--- src/inc/stc_pkg.sv ---
// stc_pkg: constants and types for the sixteen-bit timer/counter
package stc_pkg;

    // ------------------------------------------------------------
    // register indices (byte address is four times the index)
    // ------------------------------------------------------------
    localparam logic [9:0] STC_IDX_FLAG = 10'h00c;
    localparam logic [9:0] STC_IDX_IEN = 10'h08c;
    localparam logic [9:0] STC_IDX_CNT_LO = 10'h00e;
    localparam logic [9:0] STC_IDX_CNT_HI = 10'h00f;
    localparam logic [9:0] STC_IDX_CTRL = 10'h010;

    // ------------------------------------------------------------
    // timer_control field positions and reset value
    // ------------------------------------------------------------
    localparam int STC_B_ON = 0;
    localparam int STC_B_CS = 1;
    localparam int STC_B_SYNC = 2;
    localparam int STC_B_OSC = 3;
    localparam int STC_B_PS_LO = 4;
    localparam int STC_B_PS_HI = 5;
    localparam logic [7:0] STC_CTRL_RST = 8'h00;
    localparam logic [7:0] STC_CTRL_MASK = 8'h3f;
    localparam int STC_B_FLAG = 0;

    // ------------------------------------------------------------
    // compare unit and timing
    // ------------------------------------------------------------
    localparam logic [3:0] STC_CMP_TRIG = 4'hb;
    localparam logic [15:0] STC_CNT_MAX = 16'hffff;
    localparam int STC_PHASES = 4;

    // instruction-cycle phases, one-hot
    typedef enum logic [3:0] {
        STC_Q1 = 4'h1,
        STC_Q2 = 4'h2,
        STC_Q3 = 4'h4,
        STC_Q4 = 4'h8
    } stc_phase_e;

    // decoded control bits
    typedef struct packed {
        logic [1:0] ps;
        logic osc_enable;
        logic sync_disable;
        logic clock_source_select;
        logic counter_on;
    } stc_ctrl_s;

    // port pins shared with the oscillator
    typedef struct packed {
        logic [1:0] dir;
        logic [1:0] rd;
    } stc_port_s;

endpackage
--- src/hdl/stc_timer.sv ---
// stc_timer: sixteen-bit timer/counter with AHB-Lite register slave
// Summary of operation
// - count wraps from ffff to zero
// - wrap latches flag, interrupt only if enabled
// - source bit picks instruction clock or edges
// - oscillator enable picks oscillator or count pin
// - on bit runs or holds count
// - prescale codes divide by 1,2,4,8
// - control bits 7:6 read zero
// - sync bit ignored with internal clock
// - sync mode aligns prescaler output to phases
// - sync mode samples at Q2 and Q4
// - sync mode frozen in sleep, prescaler runs
// - async mode runs in sleep, wakes processor
// - async mode is no capture/compare time base
// - async reads of count bytes are valid
// - oscillator forces pins input, reads zero
// - oscillator runs when enabled, also in sleep
// - compare trigger mode clears the count
// - trigger clear never sets flag
// - trigger honoured only outside async mode
// - count write beats a trigger
// - count byte write clears prescaler
// - control clears on power-on only
//
// Implementation choice: the AHB-Lite register port.
`timescale 1ns/100ps
module stc_timer (
    input wire logic hclk, // bus clock
    input wire logic hresetn, // power-on reset, active low
    input wire logic soft_reset, // other resets, leave control
    input wire logic hsel, // slave select
    input wire logic [11:0] haddr, // byte address
    input wire logic [1:0] htrans, // transfer type
    input wire logic hwrite, // write strobe
    input wire logic [2:0] hsize, // transfer size
    input wire logic [31:0] hwdata, // write data
    input wire logic hready, // bus ready
    output logic hreadyout, // slave ready
    output logic hresp, // always okay
    output logic [31:0] hrdata, // read data
    input wire logic ext_count_input, // external count pin
    input wire logic osc_in_pin, // oscillator input pin
    input wire logic sleep, // processor in sleep
    input wire logic [3:0] compare_unit_mode_field, // compare mode
    input wire logic special_trigger, // compare trigger pulse
    input wire stc_pkg::stc_port_s port_c_in, // pin dirs and levels
    output stc_pkg::stc_port_s port_c_out, // effective dirs, reads
    output logic osc_run, // oscillator enable
    output logic irq_req, // overflow interrupt request
    output logic wake_req, // wake from sleep
    output logic timebase_valid // usable by capture/compare
);
    import stc_pkg::*;

    // ------------------------------------------------------------
    // registers
    // ------------------------------------------------------------
    logic [7:0] ctrl_q;
    logic [15:0] cnt_q;
    logic flag_q;
    logic ien_q;
    logic [2:0] psc_q;
    stc_phase_e phase_q;
    logic ext_s1_q, ext_s2_q, osc_s1_q, osc_s2_q;
    logic edge_prev_q;
    logic lvl_prev_q;
    logic smp_q;
    logic dph_q;
    logic dwr_q;
    logic [9:0] didx_q;
    stc_ctrl_s c;

    assign c = stc_ctrl_s'(ctrl_q[5:0]);
    function automatic logic [9:0] word_idx(input logic [11:0] a);
        word_idx = a[11:2];
    endfunction

    // ------------------------------------------------------------
    // bus slave
    // ------------------------------------------------------------
    logic take;
    logic wr_lo, wr_hi, wr_ctrl, wr_flag, wr_ien;
    assign take = hsel & hready & htrans[1];
    assign wr_lo = dph_q & dwr_q & (didx_q == STC_IDX_CNT_LO);
    assign wr_hi = dph_q & dwr_q & (didx_q == STC_IDX_CNT_HI);
    assign wr_ctrl = dph_q & dwr_q & (didx_q == STC_IDX_CTRL);
    assign wr_flag = dph_q & dwr_q & (didx_q == STC_IDX_FLAG);
    assign wr_ien = dph_q & dwr_q & (didx_q == STC_IDX_IEN);

    always_ff @(posedge hclk or negedge hresetn) begin
        if (!hresetn) begin
            dph_q <= 1'b0;
            dwr_q <= 1'b0;
            didx_q <= 10'h000;
            hreadyout <= 1'b0;
            hresp <= 1'b0;
        end else begin
            hreadyout <= 1'b1;
            hresp <= 1'b0;
            if (hready) begin
                dph_q <= take;
                dwr_q <= take & hwrite;
                didx_q <= word_idx(haddr);
            end
        end
    end

    // read data captured in the address phase
    always_ff @(posedge hclk or negedge hresetn) begin
        if (!hresetn) begin
            hrdata <= 32'h00000000;
        end else if (take & ~hwrite) begin
            case (word_idx(haddr))
                STC_IDX_CNT_LO: hrdata <= {24'h000000, cnt_q[7:0]};
                STC_IDX_CNT_HI: hrdata <= {24'h000000, cnt_q[15:8]};
                STC_IDX_CTRL: hrdata <= {24'h000000, ctrl_q & STC_CTRL_MASK};
                STC_IDX_FLAG: hrdata <= {31'h00000000, flag_q};
                STC_IDX_IEN: hrdata <= {31'h00000000, ien_q};
                default: hrdata <= 32'h00000000;
            endcase
        end
    end

    always_ff @(posedge hclk or negedge hresetn) begin
        if (!hresetn) begin
            ctrl_q <= STC_CTRL_RST;
        end else if (wr_ctrl) begin
            ctrl_q <= hwdata[7:0] & STC_CTRL_MASK;
        end
    end

    always_ff @(posedge hclk or negedge hresetn) begin
        if (!hresetn) begin
            ien_q <= 1'b0;
        end else if (soft_reset) begin
            ien_q <= 1'b0;
        end else if (wr_ien) begin
            ien_q <= hwdata[STC_B_FLAG];
        end
    end

    // ------------------------------------------------------------
    // phase clocks and pin synchronisers
    // ------------------------------------------------------------
    always_ff @(posedge hclk or negedge hresetn) begin
        if (!hresetn) begin
            phase_q <= STC_Q1;
        end else begin
            case (phase_q)
                STC_Q1: phase_q <= STC_Q2;
                STC_Q2: phase_q <= STC_Q3;
                STC_Q3: phase_q <= STC_Q4;
                STC_Q4: phase_q <= STC_Q1;
                default: phase_q <= STC_Q1;
            endcase
        end
    end

    always_ff @(posedge hclk or negedge hresetn) begin
        if (!hresetn) begin
            ext_s1_q <= 1'b0;
            ext_s2_q <= 1'b0;
            osc_s1_q <= 1'b0;
            osc_s2_q <= 1'b0;
        end else begin
            ext_s1_q <= ext_count_input;
            ext_s2_q <= ext_s1_q;
            osc_s1_q <= osc_in_pin;
            osc_s2_q <= osc_s1_q;
        end
    end

    // ------------------------------------------------------------
    // source select and prescaler
    // ------------------------------------------------------------
    logic edge_src, src_rise, async_mode, sync_mode;
    logic [2:0] ps_mask;
    logic psc_lvl, psc_tick, inc, smp_rise;

    assign edge_src = c.osc_enable ? osc_s2_q : ext_s2_q;
    assign src_rise = c.clock_source_select ?
        (edge_src & ~edge_prev_q) : ((phase_q == STC_Q4) & ~sleep);
    assign async_mode = c.clock_source_select & c.sync_disable;
    assign sync_mode = c.clock_source_select & ~c.sync_disable;
    assign ps_mask = 3'((32'd1 << c.ps) - 32'd1);
    assign psc_tick = src_rise & ((psc_q & ps_mask) == ps_mask);
    assign psc_lvl = (c.ps == 2'b00) ? edge_src : psc_q[c.ps - 2'd1];

    always_ff @(posedge hclk or negedge hresetn) begin
        if (!hresetn) begin
            edge_prev_q <= 1'b0;
            lvl_prev_q <= 1'b0;
        end else begin
            edge_prev_q <= edge_src;
            lvl_prev_q <= psc_lvl;
        end
    end

    always_ff @(posedge hclk or negedge hresetn) begin
        if (!hresetn) begin
            psc_q <= 3'h0;
        end else if (wr_lo | wr_hi | soft_reset) begin
            psc_q <= 3'h0;
        end else if (c.counter_on & src_rise) begin
            psc_q <= psc_q + 3'h1;
        end
    end

    // samples taken on Q2 and Q4
    always_ff @(posedge hclk or negedge hresetn) begin
        if (!hresetn) begin
            smp_q <= 1'b0;
        end else if (phase_q == STC_Q2 || phase_q == STC_Q4) begin
            smp_q <= psc_lvl;
        end
    end

    assign smp_rise = (phase_q == STC_Q2 || phase_q == STC_Q4) &
        psc_lvl & ~smp_q;

    // sync after prescaler, frozen in sleep, async runs
    always_comb begin
        if (!c.counter_on) begin
            inc = 1'b0;
        end else if (sync_mode) begin
            inc = smp_rise & ~sleep;
        end else if (async_mode) begin
            inc = psc_lvl & ~lvl_prev_q;
        end else begin
            inc = psc_tick;
        end
    end

    // ------------------------------------------------------------
    // count, trigger and overflow
    // ------------------------------------------------------------
    logic trig, wrap;

    // trigger mode clear, not in async mode
    assign trig = special_trigger & ~async_mode &
        (compare_unit_mode_field == STC_CMP_TRIG);
    // only a wrap sets the flag
    assign wrap = inc & (cnt_q == STC_CNT_MAX) & ~wr_lo & ~wr_hi & ~trig;

    // up-count with wrap, hold when off, write wins
    always_ff @(posedge hclk) begin
        if (wr_lo) begin
            cnt_q[7:0] <= hwdata[7:0];
        end else if (wr_hi) begin
            cnt_q[15:8] <= hwdata[7:0];
        end else if (trig) begin
            cnt_q <= 16'h0000;
        end else if (inc) begin
            cnt_q <= cnt_q + 16'h0001;
        end
    end

    always_ff @(posedge hclk or negedge hresetn) begin
        if (!hresetn) begin
            flag_q <= 1'b0;
        end else if (wrap) begin
            flag_q <= 1'b1;
        end else if (soft_reset) begin
            flag_q <= 1'b0;
        end else if (wr_flag & ~hwdata[STC_B_FLAG]) begin
            flag_q <= 1'b0;
        end
    end

    // ------------------------------------------------------------
    // outputs
    // ------------------------------------------------------------
    always_ff @(posedge hclk or negedge hresetn) begin
        if (!hresetn) begin
            irq_req <= 1'b0;
            wake_req <= 1'b0;
            osc_run <= 1'b0;
            timebase_valid <= 1'b0;
            port_c_out <= '0;
        end else begin
            irq_req <= flag_q & ien_q;
            wake_req <= flag_q & ien_q & sleep & async_mode;
            osc_run <= c.osc_enable;
            timebase_valid <= ~async_mode;
            port_c_out.dir <= c.osc_enable ? 2'b11 : port_c_in.dir;
            port_c_out.rd <= c.osc_enable ? 2'b00 : port_c_in.rd;
        end
    end

    // ------------------------------------------------------------
    // assertions
    // ------------------------------------------------------------
    property p_wrap_zero;
        @(posedge hclk) disable iff (!hresetn)
        wrap |=> (cnt_q == 16'h0000);
    endproperty
    a_wrap_zero: assert property (p_wrap_zero)
        else $error("count did not wrap to zero");
    property p_flag_irq;
        @(posedge hclk) disable iff (!hresetn)
        wrap ##1 ien_q |=> irq_req;
    endproperty
    a_flag_irq: assert property (p_flag_irq)
        else $error("enabled overflow gave no request");
    property p_no_irq_masked;
        @(posedge hclk) disable iff (!hresetn)
        !ien_q |=> !irq_req;
    endproperty
    a_no_irq_masked: assert property (p_no_irq_masked)
        else $error("request while disabled");
    property p_hold_off;
        @(posedge hclk) disable iff (!hresetn)
        !c.counter_on && !wr_lo && !wr_hi && !trig |=> $stable(cnt_q);
    endproperty
    a_hold_off: assert property (p_hold_off)
        else $error("count moved while stopped");
    property p_ctrl_top;
        @(posedge hclk) disable iff (!hresetn)
        ctrl_q[7:6] == 2'b00;
    endproperty
    a_ctrl_top: assert property (p_ctrl_top)
        else $error("unimplemented control bits set");
    property p_sleep_sync;
        @(posedge hclk) disable iff (!hresetn)
        sync_mode && sleep && !wr_lo && !wr_hi && !trig |=> $stable(cnt_q);
    endproperty
    a_sleep_sync: assert property (p_sleep_sync)
        else $error("sync counter moved in sleep");
    property p_trig_clear;
        @(posedge hclk) disable iff (!hresetn)
        trig && !wr_lo && !wr_hi |=> cnt_q == 16'h0000 && !$rose(flag_q);
    endproperty
    a_trig_clear: assert property (p_trig_clear)
        else $error("trigger clear wrong");
    property p_write_wins;
        @(posedge hclk) disable iff (!hresetn)
        wr_lo |=> cnt_q[7:0] == $past(hwdata[7:0]);
    endproperty
    a_write_wins: assert property (p_write_wins)
        else $error("count write lost");
    property p_psc_clear;
        @(posedge hclk) disable iff (!hresetn)
        wr_hi |=> psc_q == 3'h0;
    endproperty
    a_psc_clear: assert property (p_psc_clear)
        else $error("prescaler not cleared");
    property p_pins;
        @(posedge hclk) disable iff (!hresetn)
        c.osc_enable |=> port_c_out.dir == 2'b11 && port_c_out.rd == 2'b00;
    endproperty
    a_pins: assert property (p_pins)
        else $error("oscillator pins not forced");

endmodule // stc_timer

--- config.mk ---
export PLATFORM = sky130hd
export DESIGN_NAME = stc_timer
export DESIGN_NICKNAME = d
export VERILOG_FILES = /design/src/inc/stc_pkg.sv /design/src/hdl/stc_timer.sv
export SDC_FILE = /design/constraint.sdc
export NUM_CORES = 1
export LEC_CHECK = 0
export BUFFER_PORTS_ARGS = -buffer_cell sky130_fd_sc_hd__buf_4
export CAP_MARGIN = 20
export CELL_PAD_IN_SITES_DETAIL_PLACEMENT = 1
export CELL_PAD_IN_SITES_GLOBAL_PLACEMENT = 2
export CORE_MARGIN = 3
export CORE_UTILIZATION = 29
export DETAILED_ROUTE_END_ITERATION = 10
export PLACE_DENSITY_LB_ADDON = 0.1
export SYNTH_ARGS = -nofsm -noshare
export SYNTH_HDL_FRONTEND = slang
export SYNTH_SLANG_ARGS = --single-unit
--- constraint.sdc ---
create_clock -name hclk -period 2.3 [get_ports hclk]
set_input_delay 0.23 -clock hclk [delete_from_list [all_inputs] [get_ports hclk]]
set_output_delay 0.23 -clock hclk [all_outputs]
set_load 0.005 [all_outputs]
==> results of run 1 <==
[cell families after synthesis]
family          after synthesis  share of synthesized area
mux                          30                    0.09256
flops                        67                     0.5002
xor+xnor                     17                    0.04237
other cells                   2                   0.002137
buf+inv                      39                    0.07084
simple gates                113                     0.1855
fa+ha+maj                     5                    0.01780
compound gates               44                    0.08864
[synth_stat cells, types with 3 or more instances]
cell type	count	area [µm²]
sky130_fd_sc_hd__inv_1	7	26.28
sky130_fd_sc_hd__nand3_1	16	80.08
sky130_fd_sc_hd__ha_1	5	62.56
sky130_fd_sc_hd__nor2_1	18	67.56
sky130_fd_sc_hd__nor4_1	5	31.28
sky130_fd_sc_hd__or2_2	5	31.28
sky130_fd_sc_hd__o21ai_0	13	65.06
sky130_fd_sc_hd__mux2i_1	10	100.1
sky130_fd_sc_hd__o31ai_1	9	67.56
sky130_fd_sc_hd__dfrtp_1	50	1251
sky130_fd_sc_hd__nor2b_1	3	18.77
sky130_fd_sc_hd__o2bb2ai_1	5	43.79
sky130_fd_sc_hd__a21o_1	3	22.52
sky130_fd_sc_hd__buf_4	25	187.7
sky130_fd_sc_hd__nor4b_1	4	35.03
sky130_fd_sc_hd__edfxtp_1	16	480.5
sky130_fd_sc_hd__and3_1	4	25.02
sky130_fd_sc_hd__nand2_1	27	101.4
sky130_fd_sc_hd__clkbuf_1	5	18.77
sky130_fd_sc_hd__xor2_1	8	70.07
sky130_fd_sc_hd__nor3_1	10	50.05
sky130_fd_sc_hd__a22o_1	6	52.55
sky130_fd_sc_hd__xnor2_1	9	78.83
sky130_fd_sc_hd__mux2_2	20	225.2
[report_power, final]
part | internal, mW | switching [mW]
clock | 0.946 | 0.553
combinational | 0.130 | 0.126
sequential | 1.27 | 0.0407
total | 2.34 | 0.719
[final cells by class]
type / instances / share of cell area
clock buffers: 11 / 0.05915
inverters: 7 / 0.005887
flip-flops and latches: 67 / 0.3939
repair buffers: 73 / 0.1245
multi-input cells: 235 / 0.3619
clock inverters: 5 / 0.01458
well taps: 143 / 0.04009
[per-stage QoR]
step	power [mW]	hold slack [ns]	area, µm²	utilization
6_report	3.064	0.07205	4463	0.3843
5_1_grt	3.197	0.05663	4463	0.3843
4_1_cts	3.114	0.05634	4452	0.3833
3_5_place_dp	1.585	0.3112	4086	0.3519
3_3_place_gp	1.581	0.3130	4086	0.3519
2_1_floorplan	1.469	-0.06559	3605	-
[worst paths after layout]
check | start | endpoint | slack [ns] | cells after the start
min in group asynchronous | hresetn | dph_q | 0.47 | 2
worst min register to register | osc_s1_q | osc_s2_q | 0.35 | 0
worst min-delay path | soft_reset | ien_q | 0.07 | 2
worst max-delay path | ctrl_q[4] | cnt_q[8] | 0.17 | 9
max in group asynchronous | hresetn | psc_q[1] | 1.39 | 2
worst max register to register | ctrl_q[4] | cnt_q[8] | 0.17 | 9
[registers in the layout, indices dropped and copies added, names as in the netlist, 3 cells and up]
| signal | flops |
|---|---|
| psc_q | 3 |
| cnt_q | 16 |
| port_c_out | 4 |
| ctrl_q | 6 |
| didx_q | 10 |
| phase_q | 4 |
| hrdata | 8 |
[worst reg2reg max path, delay by kind of cell, from the launching register on]
kind,cells,cell delay (ns)
flops,1,0.38
fa+ha+maj,1,0.29
simple gates,3,0.47
buf+inv,3,0.39
compound gates,2,0.35
[layer usage]
layer	vias up	routed length, µm	part of all wire	GRT usage
met4	0	132	0.014	0.04950
met2	52	4170	0.46	0.2198
met5	-	0	0	0
met1	1236	4409	0.48	0.1914
li1	1245	-	-	-
met3	10	400	0.044	0.04301
[timing repair]
action	4_1_cts	5_1_grt
setup endpoints to repair	16	12
hold buffers	3	0
pin swaps	0	0
cloned	0	0
endpoints found under the hold margin	52	0
gates resized for setup	1	2
==> results, run 1 <==
- The final critical-path required period is 2.130 ns.
- The number of antenna violations at the first check in global routing was 0.
- Leaving out fill and tap cells, the most frequent cell in the layout is sky130_fd_sc_hd__buf_4.
- The total number of nets in the final design is 465.
- The last weighted congestion value of the routability-driven placer is 0.7705.
- The run finished with clean final reports.
- The number of placed instances with taps included is 522.
- The final count of pins violating max slew is 0.
- The average wire length per cell after detail routing is 16.84 µm.
- The Yosys step of the flow raised 0 warnings.
- The number of distinct library cell variants in the gate-level netlist after synthesis is 50.
- In this run the remaining antenna-violating nets after routing total 0.
- The filler cell count in the final layout is 1296.
- Summing all multi-input logic gate instances after layout gives 1615 µm².
- The path class of the tightest hold or removal check is in2reg.
- The global-route usage over all layers is 0.1426.
- The arrival time of data at the critical path endpoint is 2.23 ns.
- From left edge to right edge, the die measures 116.1 µm.
- In the routed layout, each cell is associated on average with a via count of 4.701.
- The initial utilization of the core area, before any placement, comes to 0.3026.
- The final period utilization is 0.9261.
- The via count of the first global-routing pass is 2661.
- Summing all flip-flop and latch instances after layout gives 1758 µm².
- Setup repair after global routing left no endpoint under its margin.
- The growth of design area from synthesis to finish is 26.98%.
- Buffers inserted during clock tree synthesis total 9.
- TritonCTS built the clock tree.
- Traced cell by cell, the critical path runs through inv_1 > ha_1 > and3b_1 > a211oi_2 > a221oi_2 > nor4_2 > buf_4 > nor2_1 > buf_4.
- The most used flip-flop cell after synthesis is sky130_fd_sc_hd__dfrtp_1.
- The share of synthesized registers carrying an async set or reset is 0.7612.
- Before CTS, the worst setup slack after placement is -0.02206 ns.
- The later-pin clock latency in the skew report is 0.34 ns.
- The number of top-level pins is 109.
- The critical path contains buffers and inverters numbering 3 combined.
- STA classifies the critical path endpoint as a register.
- The die covers 13480 µm².
- The standby leakage power is 1.945 nW.
- The first global-routing pass estimated 14.28 mm of wire.
- The final global-route overflow total is 0.
- The type of element launching the critical path is a register.
- In the final layout, the share of cells above drive strength 1 is 0.3065.
- The number of DRC violations after detailed routing is 0.
- The required time at the worst-slack endpoint is 2.40 ns.
- The count of final hold-check violations is 0.
- Max-cap violations in this run came to 0.
- The setup skew after layout is 0.005023 ns.
- The tree is rooted in a sky130_fd_sc_hd__clkbuf_16.
- The delay contributed by the slowest stage of the critical path is 0.38 ns.
- In this run the tightest slew margin relative to its limit is 0.5631.
- Entering global routing, the biggest net connects 52 pins.
- Counting stages on the worst path, the most repeated cell is sky130_fd_sc_hd__buf_4.
- After floorplanning, the core was divided into 39 placement rows.
- The number of sinks driven by the clock tree is 67.
- Detailed placement ended at an HPWL of 6.878 mm.
- The count of buffers added on input and output ports is 53.
- The count of mapped cells out of synthesis is 317.
- In this design, the largest share of critical-path delay is due to simple AND/OR/NAND/NOR gates.
- On the critical path, the stage with the largest delay is an instance of sky130_fd_sc_hd__dfrtp_1.
- The number of buffers added for setup after CTS is 0.
- The largest vdd supply drop is 0.3856 mV.
- The synthesized design contains 67 register bits.
- The routed via count is 2543.
- The share of the Yosys chip area taken by registers is 0.5002.
- The critical path class is reg2reg.
- The antenna cell count is 0.
- In this run the mean area of a mapped cell was 11.09 µm².
- The first TritonRoute pass finished after 4 iterations.
- After detailed routing, the total wire length is 9.113 mm.
- The count of placed standard cells in the final layout, fillers left out is 541.
- Along the worst path, the maximum fanout reaches 8.
- The clock slew seen by the registers of the worst setup and hold paths is 0.06 ns.
- Yosys mapped a number of flops with a built-in enable equal to 16.
- The iteration-0 DRC count of the detailed router is 108.
- The die is 116.1 µm tall.
- The actual slew at the worst max-slew pin is 0.6553 ns.
- The core region area is 11610 µm².
- The number of endpoints failing setup at the final stage is 0.
- The post-layout worst setup margin is 0.1700 ns.
- The longest clock path from root to sink contains 2 buffers.
- Leaving out fill and tap cells, the most frequent cells in the layout are sky130_fd_sc_hd__buf_4, sky130_fd_sc_hd__dfrtp_1, sky130_fd_sc_hd__nand2_1.
- The top achievable clock speed is 0.4695 GHz.
- The cell area after synthesis is 3515 µm².
- The power density over cell area is 686.5 nW/µm².
- CTS built an H-tree with a depth of 3.
- The total negative setup slack is 0 ns.
No activity file was read; power rests on OpenSTA's default activity.
==> run 2, diff against run 1 <==
--- a/config.mk
+++ b/config.mk
@@ -8,9 +8,9 @@
 export BUFFER_PORTS_ARGS = -buffer_cell sky130_fd_sc_hd__buf_4
 export CAP_MARGIN = 20
 export CELL_PAD_IN_SITES_DETAIL_PLACEMENT = 1
-export CELL_PAD_IN_SITES_GLOBAL_PLACEMENT = 2
+export CELL_PAD_IN_SITES_GLOBAL_PLACEMENT = 1
 export CORE_MARGIN = 3
-export CORE_UTILIZATION = 29
+export CORE_UTILIZATION = 36
 export DETAILED_ROUTE_END_ITERATION = 10
 export PLACE_DENSITY_LB_ADDON = 0.1
 export SYNTH_ARGS = -nofsm -noshare
==> results, run 2 (synthesis gave the netlist of run 1 again) <==
- The relative max-transition margin is 0.5602.
- Of the cells placed in the final design, the portion with a size suffix greater than 1 is 0.3030.
- The final period utilization is 0.9401.
- The register with the most flip-flops in the final layout is cnt_q.
- Leaving out fill and tap cells, the most frequent cell in the layout is sky130_fd_sc_hd__buf_4.
- The filler cell count in the final layout is 1096.
- The final layout contains 463 nets.
- The region available for standard cell placement spans 9371 µm².
- In this run the number of H-tree levels came out at 3.
- The required time at the worst-slack endpoint is 2.35 ns.
- The worst hold-check slack is 0.05858 ns.
- Port buffering added 53 buffers.
- The kind of cell with the highest combined delay along the critical path is buffers and inverters.
- In the final layout, the registers with the most flip-flops are cnt_q (16), didx_q (10), hrdata (8).
- The count of placed standard cells in the final layout, fillers left out is 525.
- The number of sinks driven by the clock tree is 67.
- Once layout is complete, the utilization of the core stands at 0.4609.
- After detailed routing, the number of remaining DRC violations is 0.
- The endpoint type of the worst setup path is a register.
- The final count of pins violating max slew is 0.
- The first-pass GRT wire length is 14.55 mm.
- The standard cell with the maximum stage delay on the critical path is sky130_fd_sc_hd__dfrtp_1.
- The via count of the first global-routing pass was 2790.
- For this configuration, the core starts out at a cell density of 0.3750.
- The growth of design area from synthesis to finish is 22.89%.
- By startpoint and endpoint, the worst setup path is classified as reg2reg.
- The highest net fanout along the worst path is 8.
- The routed via count is 2606.
- The detailed-routing iteration count for the pre-antenna-repair pass is 6.
- The buffering stage count on the worst path with inverters included is 5.
- Across every metal layer, demand over resource in global routing totals 0.1681.
- Once detailed placement completed, the half-perimeter wirelength came to 6.587 mm.
- The min-delay analysis places its worst path in the category in2reg.
- The actual slew at the worst max-slew pin is 0.6598 ns.
- The CTS tree is yes.
- The count of max-cap constraint violations is 0.
- After layout, the minimum clock period comes to 2.162 ns.
- In the layout the commonest cells are sky130_fd_sc_hd__buf_4, sky130_fd_sc_hd__dfrtp_1, sky130_fd_sc_hd__nand2_1.
- In this design, the stage delay of the slowest critical-path cell is 0.42 ns.
- The arrival time of data at the critical path endpoint is 2.22 ns.
- The average wire length per cell after detail routing is 16.78 µm.
- The number of antenna violations at the first check in global routing came to 0.
- In this run the horizontal extent of the chip is 104.8 µm.
- Walking the worst path, the cells encountered are buf_4 > buf_4 > ha_1 > inv_1 > o21ai_0 > nor3b_1 > nor4_2 > buf_4 > nor2_1 > buf_4.
- For this design the top-level I/O count stands at 109.
- Dividing the detail-routed via count by the number of cells gives 4.964.
- Power comes to 2.610 mW.
- After detailed routing, the total wire length is 8.808 mm.
- The clock arrives with 0.01228 ns of skew.
- STA classifies the critical path startpoint as a register.
- Clock-pin slew was measured on the worst setup and hold paths at 0.08 ns.
- The tree is rooted in a sky130_fd_sc_hd__clkbuf_8.
- Once detail routing completed, the nets flagged for antenna violations numbered 0.
- The total negative setup slack is 0 ns.
- The standard-cell row count is 35.
- VDD sags by at most 0.2860 mV.
- The most common cell type on the critical path is sky130_fd_sc_hd__buf_4.
- Global routing finished with a remaining overflow of 0.
- The count of final hold-check violations came to 0.
- The register with the most flip-flops in the layout has 16 of them.
- The flow ran to the end, and the final reports show no timing, DRC or antenna violations.
- For this run, the top clock speed supported by timing is 0.4625 GHz.
- For this design the ratio of total power to cell area is 604.3 nW/µm².
- Once placement completed, the tool counted placed cells totaling 504.
- After the first detailed-routing iteration, the DRC count stood at 86.
- The die is 104.8 µm tall.
- The clock reaches the later pin of the worst-skew pair after 0.35 ns.
- The buffer depth of the longest clock path is 2.
- Entering global routing, the biggest net connects 52 pins.
- The congestion estimate from routability-driven global placement came to 0.8024.
- The analysis attributes to cell leakage a power of 1.877 nW.
- 0 antenna diodes ended up in the layout.
- The die covers 10980 µm².
- The number of endpoints failing setup at the final stage is 0.
- Buffers inserted during clock tree synthesis total 9.
-- run 2: timing repair --
action | in CTS | in global routing
buffers inserted | 0 | 2
gates resized for setup | 0 | 3
hold buffers | 3 | 0
endpoints found under the setup margin | 0 | 16
hold endpoints to repair | 52 | 0
-- run 2: stage by stage --
step                      cell area [µm²]  worst slack (ns)
after floorplan                      3605            0.1809
after global placement               4051           0.03976
after detailed placement             4051           0.03679
after CTS                            4287          0.003314
after global routing                 4319         -0.001800
final                                4319            0.1378
-- run 2: layout make-up --
| cell class | instances | area [µm²] | share of cell area |
|---|---|---|---|
| clock inverters | 7 | 81.33 | 0.01883 |
| repair buffers | 71 | 553.0 | 0.1280 |
| clock buffers | 9 | 123.9 | 0.02868 |
| flip-flops and latches | 67 | 1758 | 0.4070 |
| multi-input cells | 235 | 1615 | 0.3740 |
| well taps | 129 | 161.4 | 0.03737 |
| inverters | 7 | 26.28 | 0.006083 |
-- run 2: power breakdown --
group	total, mW	switching (mW)	leakage [nW]	internal (mW)
Clock	1.05	0.532	0.101	0.518
Sequential	1.31	0.0457	0.784	1.27
Combinational	0.248	0.120	0.992	0.128
Total	2.61	0.697	1.88	1.91
-- run 2: metal layers --
metal	routed length [µm]	up-vias	global-route usage
met5	0	-	0
met4	116	0	0.05717
met3	320	10	0.02965
met2	4315	56	0.2800
met1	4055	1299	0.2208
li1	-	1241	-
-- run 2: final timing paths --
path	slack, ns	start	endpoint	cells after the start
max reg2reg	0.14	ctrl_q[4]	cnt_q[11]	10
max	0.14	ctrl_q[4]	cnt_q[11]	10
min reg2reg	0.36	osc_s1_q	osc_s2_q	0
min	0.06	soft_reset	ien_q	2
min in group asynchronous	0.46	hresetn	didx_q[6]	2
max in group asynchronous	1.39	hresetn	psc_q[1]	2
==> run 3, diff against run 2 <==
--- a/config.mk
+++ b/config.mk
@@ -10,7 +10,8 @@
 export CELL_PAD_IN_SITES_DETAIL_PLACEMENT = 1
 export CELL_PAD_IN_SITES_GLOBAL_PLACEMENT = 1
 export CORE_MARGIN = 3
-export CORE_UTILIZATION = 36
+export CORE_UTILIZATION = 37
+export CTS_BUF_LIST = sky130_fd_sc_hd__clkbuf_2
 export DETAILED_ROUTE_END_ITERATION = 10
 export PLACE_DENSITY_LB_ADDON = 0.1
 export SYNTH_ARGS = -nofsm -noshare
==> results, run 3 (synthesis gave the netlist of run 1 again) <==
- The die is 103.5 µm wide.
- After clock tree synthesis, the clock-pin slew on the worst setup and hold paths is 0.20 ns.
- In this run the tightest slew margin relative to its limit is 0.5668.
- The standby leakage power is 1.952 nW.
- The repair_antennas step left the layout with diodes totalling 0.
- The reg2reg setup slack is 0.18 ns.
- The later-pin clock latency in the skew report is 0.54 ns.
- The worst hold-check slack is 0.1153 ns.
- STA classifies the critical path endpoint as a register.
- The number of sinks driven by the clock tree is 67.
- The count of max-cap constraint violations is 0.
- The sequential group share of total power is 0.553.
- In this run the vertical extent of the chip is 103.5 µm.
- The H-tree generated during clock tree synthesis spans 3 levels.
- The die covers 10700 µm².
- TritonCTS built the clock tree.
- The most critical setup path has its startpoint at ctrl_q[4].
- The average wire length per cell after detail routing is 16.36 µm.
- After routing, the total negative slack on setup checks comes to 0 ns.
- The arrival time of data at the critical path endpoint is 2.43 ns.
- The growth of design area from synthesis to finish is 27.84%.
- After detailed routing, the total wire length is 8.967 mm.
- The critical hold path startpoint is haddr[2].
- The register containing the most flip-flops in the final layout is cnt_q.
- The first-pass GRT wire length is 14.68 mm.
- During placement, the flow inserted port buffers numbering 53.
- The flow ran to the end, and the final reports show no timing, DRC or antenna violations.
- The via count of the first global-routing pass came to 2870.
- The iteration-0 DRC count of the detailed router is 72.
- The count of final hold-check violations is 0.
- The longest clock path from root to sink contains 2 buffers.
- For this run, design rule violations remaining after detail routing come to 0.
- The total number of nets in the final design is 489.
- Global routing finished with a remaining overflow of 0.
- Pin placement for this block handled 109 I/O pins.
- Internal power comes to 1.697 mW.
- The multi-input logic area is 1615 µm².
- The clock network fraction of total power is 0.327.
- Of the available clock period, the critical path in the final layout requires 0.9229.
- Of the total power, the share spent switching nets is 0.2854.
- Routability-driven placement finished with a final weighted congestion of 0.8417.
- Along the worst path, the maximum fanout reaches 8.
- The actual slew at the worst max-slew pin is 0.6499 ns.
- Setup repair after global routing left no endpoint under its margin.
- The root buffer cell chosen for the clock tree is sky130_fd_sc_hd__clkbuf_2.
- Detailed routing inserted a total of 2727 vias.
- The number of buffers created by CTS is 9.
- The type of element launching the critical path is a register.
- The clock arrives with 0.02941 ns of skew.
- Across the whole layout, storage elements account for 1758 µm².
- Power spread over the standard cell area amounts to 528.5 nW/µm².
- For the worst setup path, the data required time is 2.60 ns.
- The register with the most flip-flops in the layout has 16 of them.
- The largest registers in the layout are cnt_q (16), didx_q (10), hrdata (8).
- The floorplan has 34 rows.
- The reg-to-reg critical path startpoint is ctrl_q[4].
- The largest vdd supply drop is 0.2399 mV.
- The leading cell type in the layout, fill and taps excluded is sky130_fd_sc_hd__buf_4.
- The class of the worst hold path is in2reg.
- Setup violations remaining at the end of the flow were counted as 0.
- For this run, the total global-route usage over all layers was measured as 0.1820.
- The critical path class is reg2reg.
- The pre-antenna-repair detailed-routing pass consisted of 4 iterations.
- Timing would allow up to 0.4711 GHz.
- The number of nets with antenna violations after routing is 0.
- The detailed placer's ending HPWL is 6.507 mm.
- The top cell types in the final layout, fill and taps aside, are sky130_fd_sc_hd__buf_4, sky130_fd_sc_hd__dfrtp_1, sky130_fd_sc_hd__dlygate4sd3_1.
- The number of antenna violations at the first check in global routing is 0.
- Using the TritonRoute via totals, the vias-per-cell ratio works out to 4.976.
- In the final layout, the share of cells above drive strength 1 is 0.2796.
- Counting the fill cells in the layout gives 1003.
- Entering global routing, the biggest net connects 52 pins.
- The switching power total is 0.6777 mW.
- In this run the standard cell core region covers 8976 µm².
- The initial utilization of the core area, before any placement, comes to 0.3916.
- The final count of pins violating max slew is 0.
- Of the total power, combinational logic draws 0.120.
- The final critical-path required period is 2.123 ns.
==> run 3: cell count changes in the layout (fill, tap and decap cells not counted), moves of 2 or more <==
cell / previous run / this run
sky130_fd_sc_hd__buf_4: 67 / 65
sky130_fd_sc_hd__clkbuf_2: 0 / 9
sky130_fd_sc_hd__clkbuf_8: 9 / 0
sky130_fd_sc_hd__dlygate4sd3_1: 3 / 31
==> run 3: layout make-up <==
| class | instances | area share |
|---|---|---|
| clock buffer | 9 | 0.01003 |
| clock inverter | 7 | 0.01810 |
| inverter | 7 | 0.005848 |
| multi-input combinational | 235 | 0.3595 |
| sequential | 67 | 0.3913 |
| tap | 126 | 0.03509 |
| timing repair buffer | 97 | 0.1802 |
==> run 3: worst max-delay path, cell delays in order, from the launching register on <==
cell,delay (ns)
sky130_fd_sc_hd__dfrtp_1,0.44
sky130_fd_sc_hd__inv_1,0.06
sky130_fd_sc_hd__ha_1,0.31
sky130_fd_sc_hd__and3b_1,0.19
sky130_fd_sc_hd__a211oi_2,0.21
sky130_fd_sc_hd__a221oi_2,0.08
sky130_fd_sc_hd__nor4_2,0.25
sky130_fd_sc_hd__buf_4,0.15
sky130_fd_sc_hd__nor2_1,0.03
sky130_fd_sc_hd__buf_4,0.19
==> run 3: timing repair <==
item / 4_1_cts / 5_1_grt
hold buffers: 30 / 1
resized for setup: 0 / 4
setup endpoints to repair: 0 / 16
endpoints found under the hold margin: 93 / 2
buffers inserted: 0 / 0
==> run 3: metal layers <==
layer,global-route usage,routed length (µm)
met5,0,0
met4,0.03287,70
met3,0.04829,318
met2,0.3108,4472
met1,0.2347,4106
==> run 3: path summary, 6_finish.rpt <==
path / to / depth (start not counted)
worst max-delay path: cnt_q[9] / 9
max in group asynchronous: ctrl_q[5] / 2
worst max register to register: cnt_q[9] / 9
worst min register to register: ext_s2_q / 0
min in group asynchronous: didx_q[6] / 2
worst min-delay path: didx_q[0] / 2
==> run 3: power by group through the flow <==
stage,Sequential (mW),Combinational [mW],Clock [mW]
after floorplan,1.32,0.144,0
after global placement,1.33,0.236,0
after detailed placement,1.34,0.242,0
after CTS,1.31,0.282,0.804
after global routing,1.32,0.316,0.857
final,1.31,0.284,0.777
==> run 3: through the flow <==
step | cells | power (mW) | utilization | worst slack [ns] | area (µm²)
after global routing | 548 | 2.495 | 0.5006 | 0.001343 | 4493
after floorplan | 341 | 1.469 | - | 0.1809 | 3605
after detailed placement | 501 | 1.577 | 0.4495 | 0.04478 | 4035
final | 548 | 2.374 | 0.5006 | 0.1774 | 4493
after global placement | 501 | 1.569 | 0.4495 | 0.09766 | 4035
after CTS | 547 | 2.399 | 0.4971 | 0.02001 | 4462
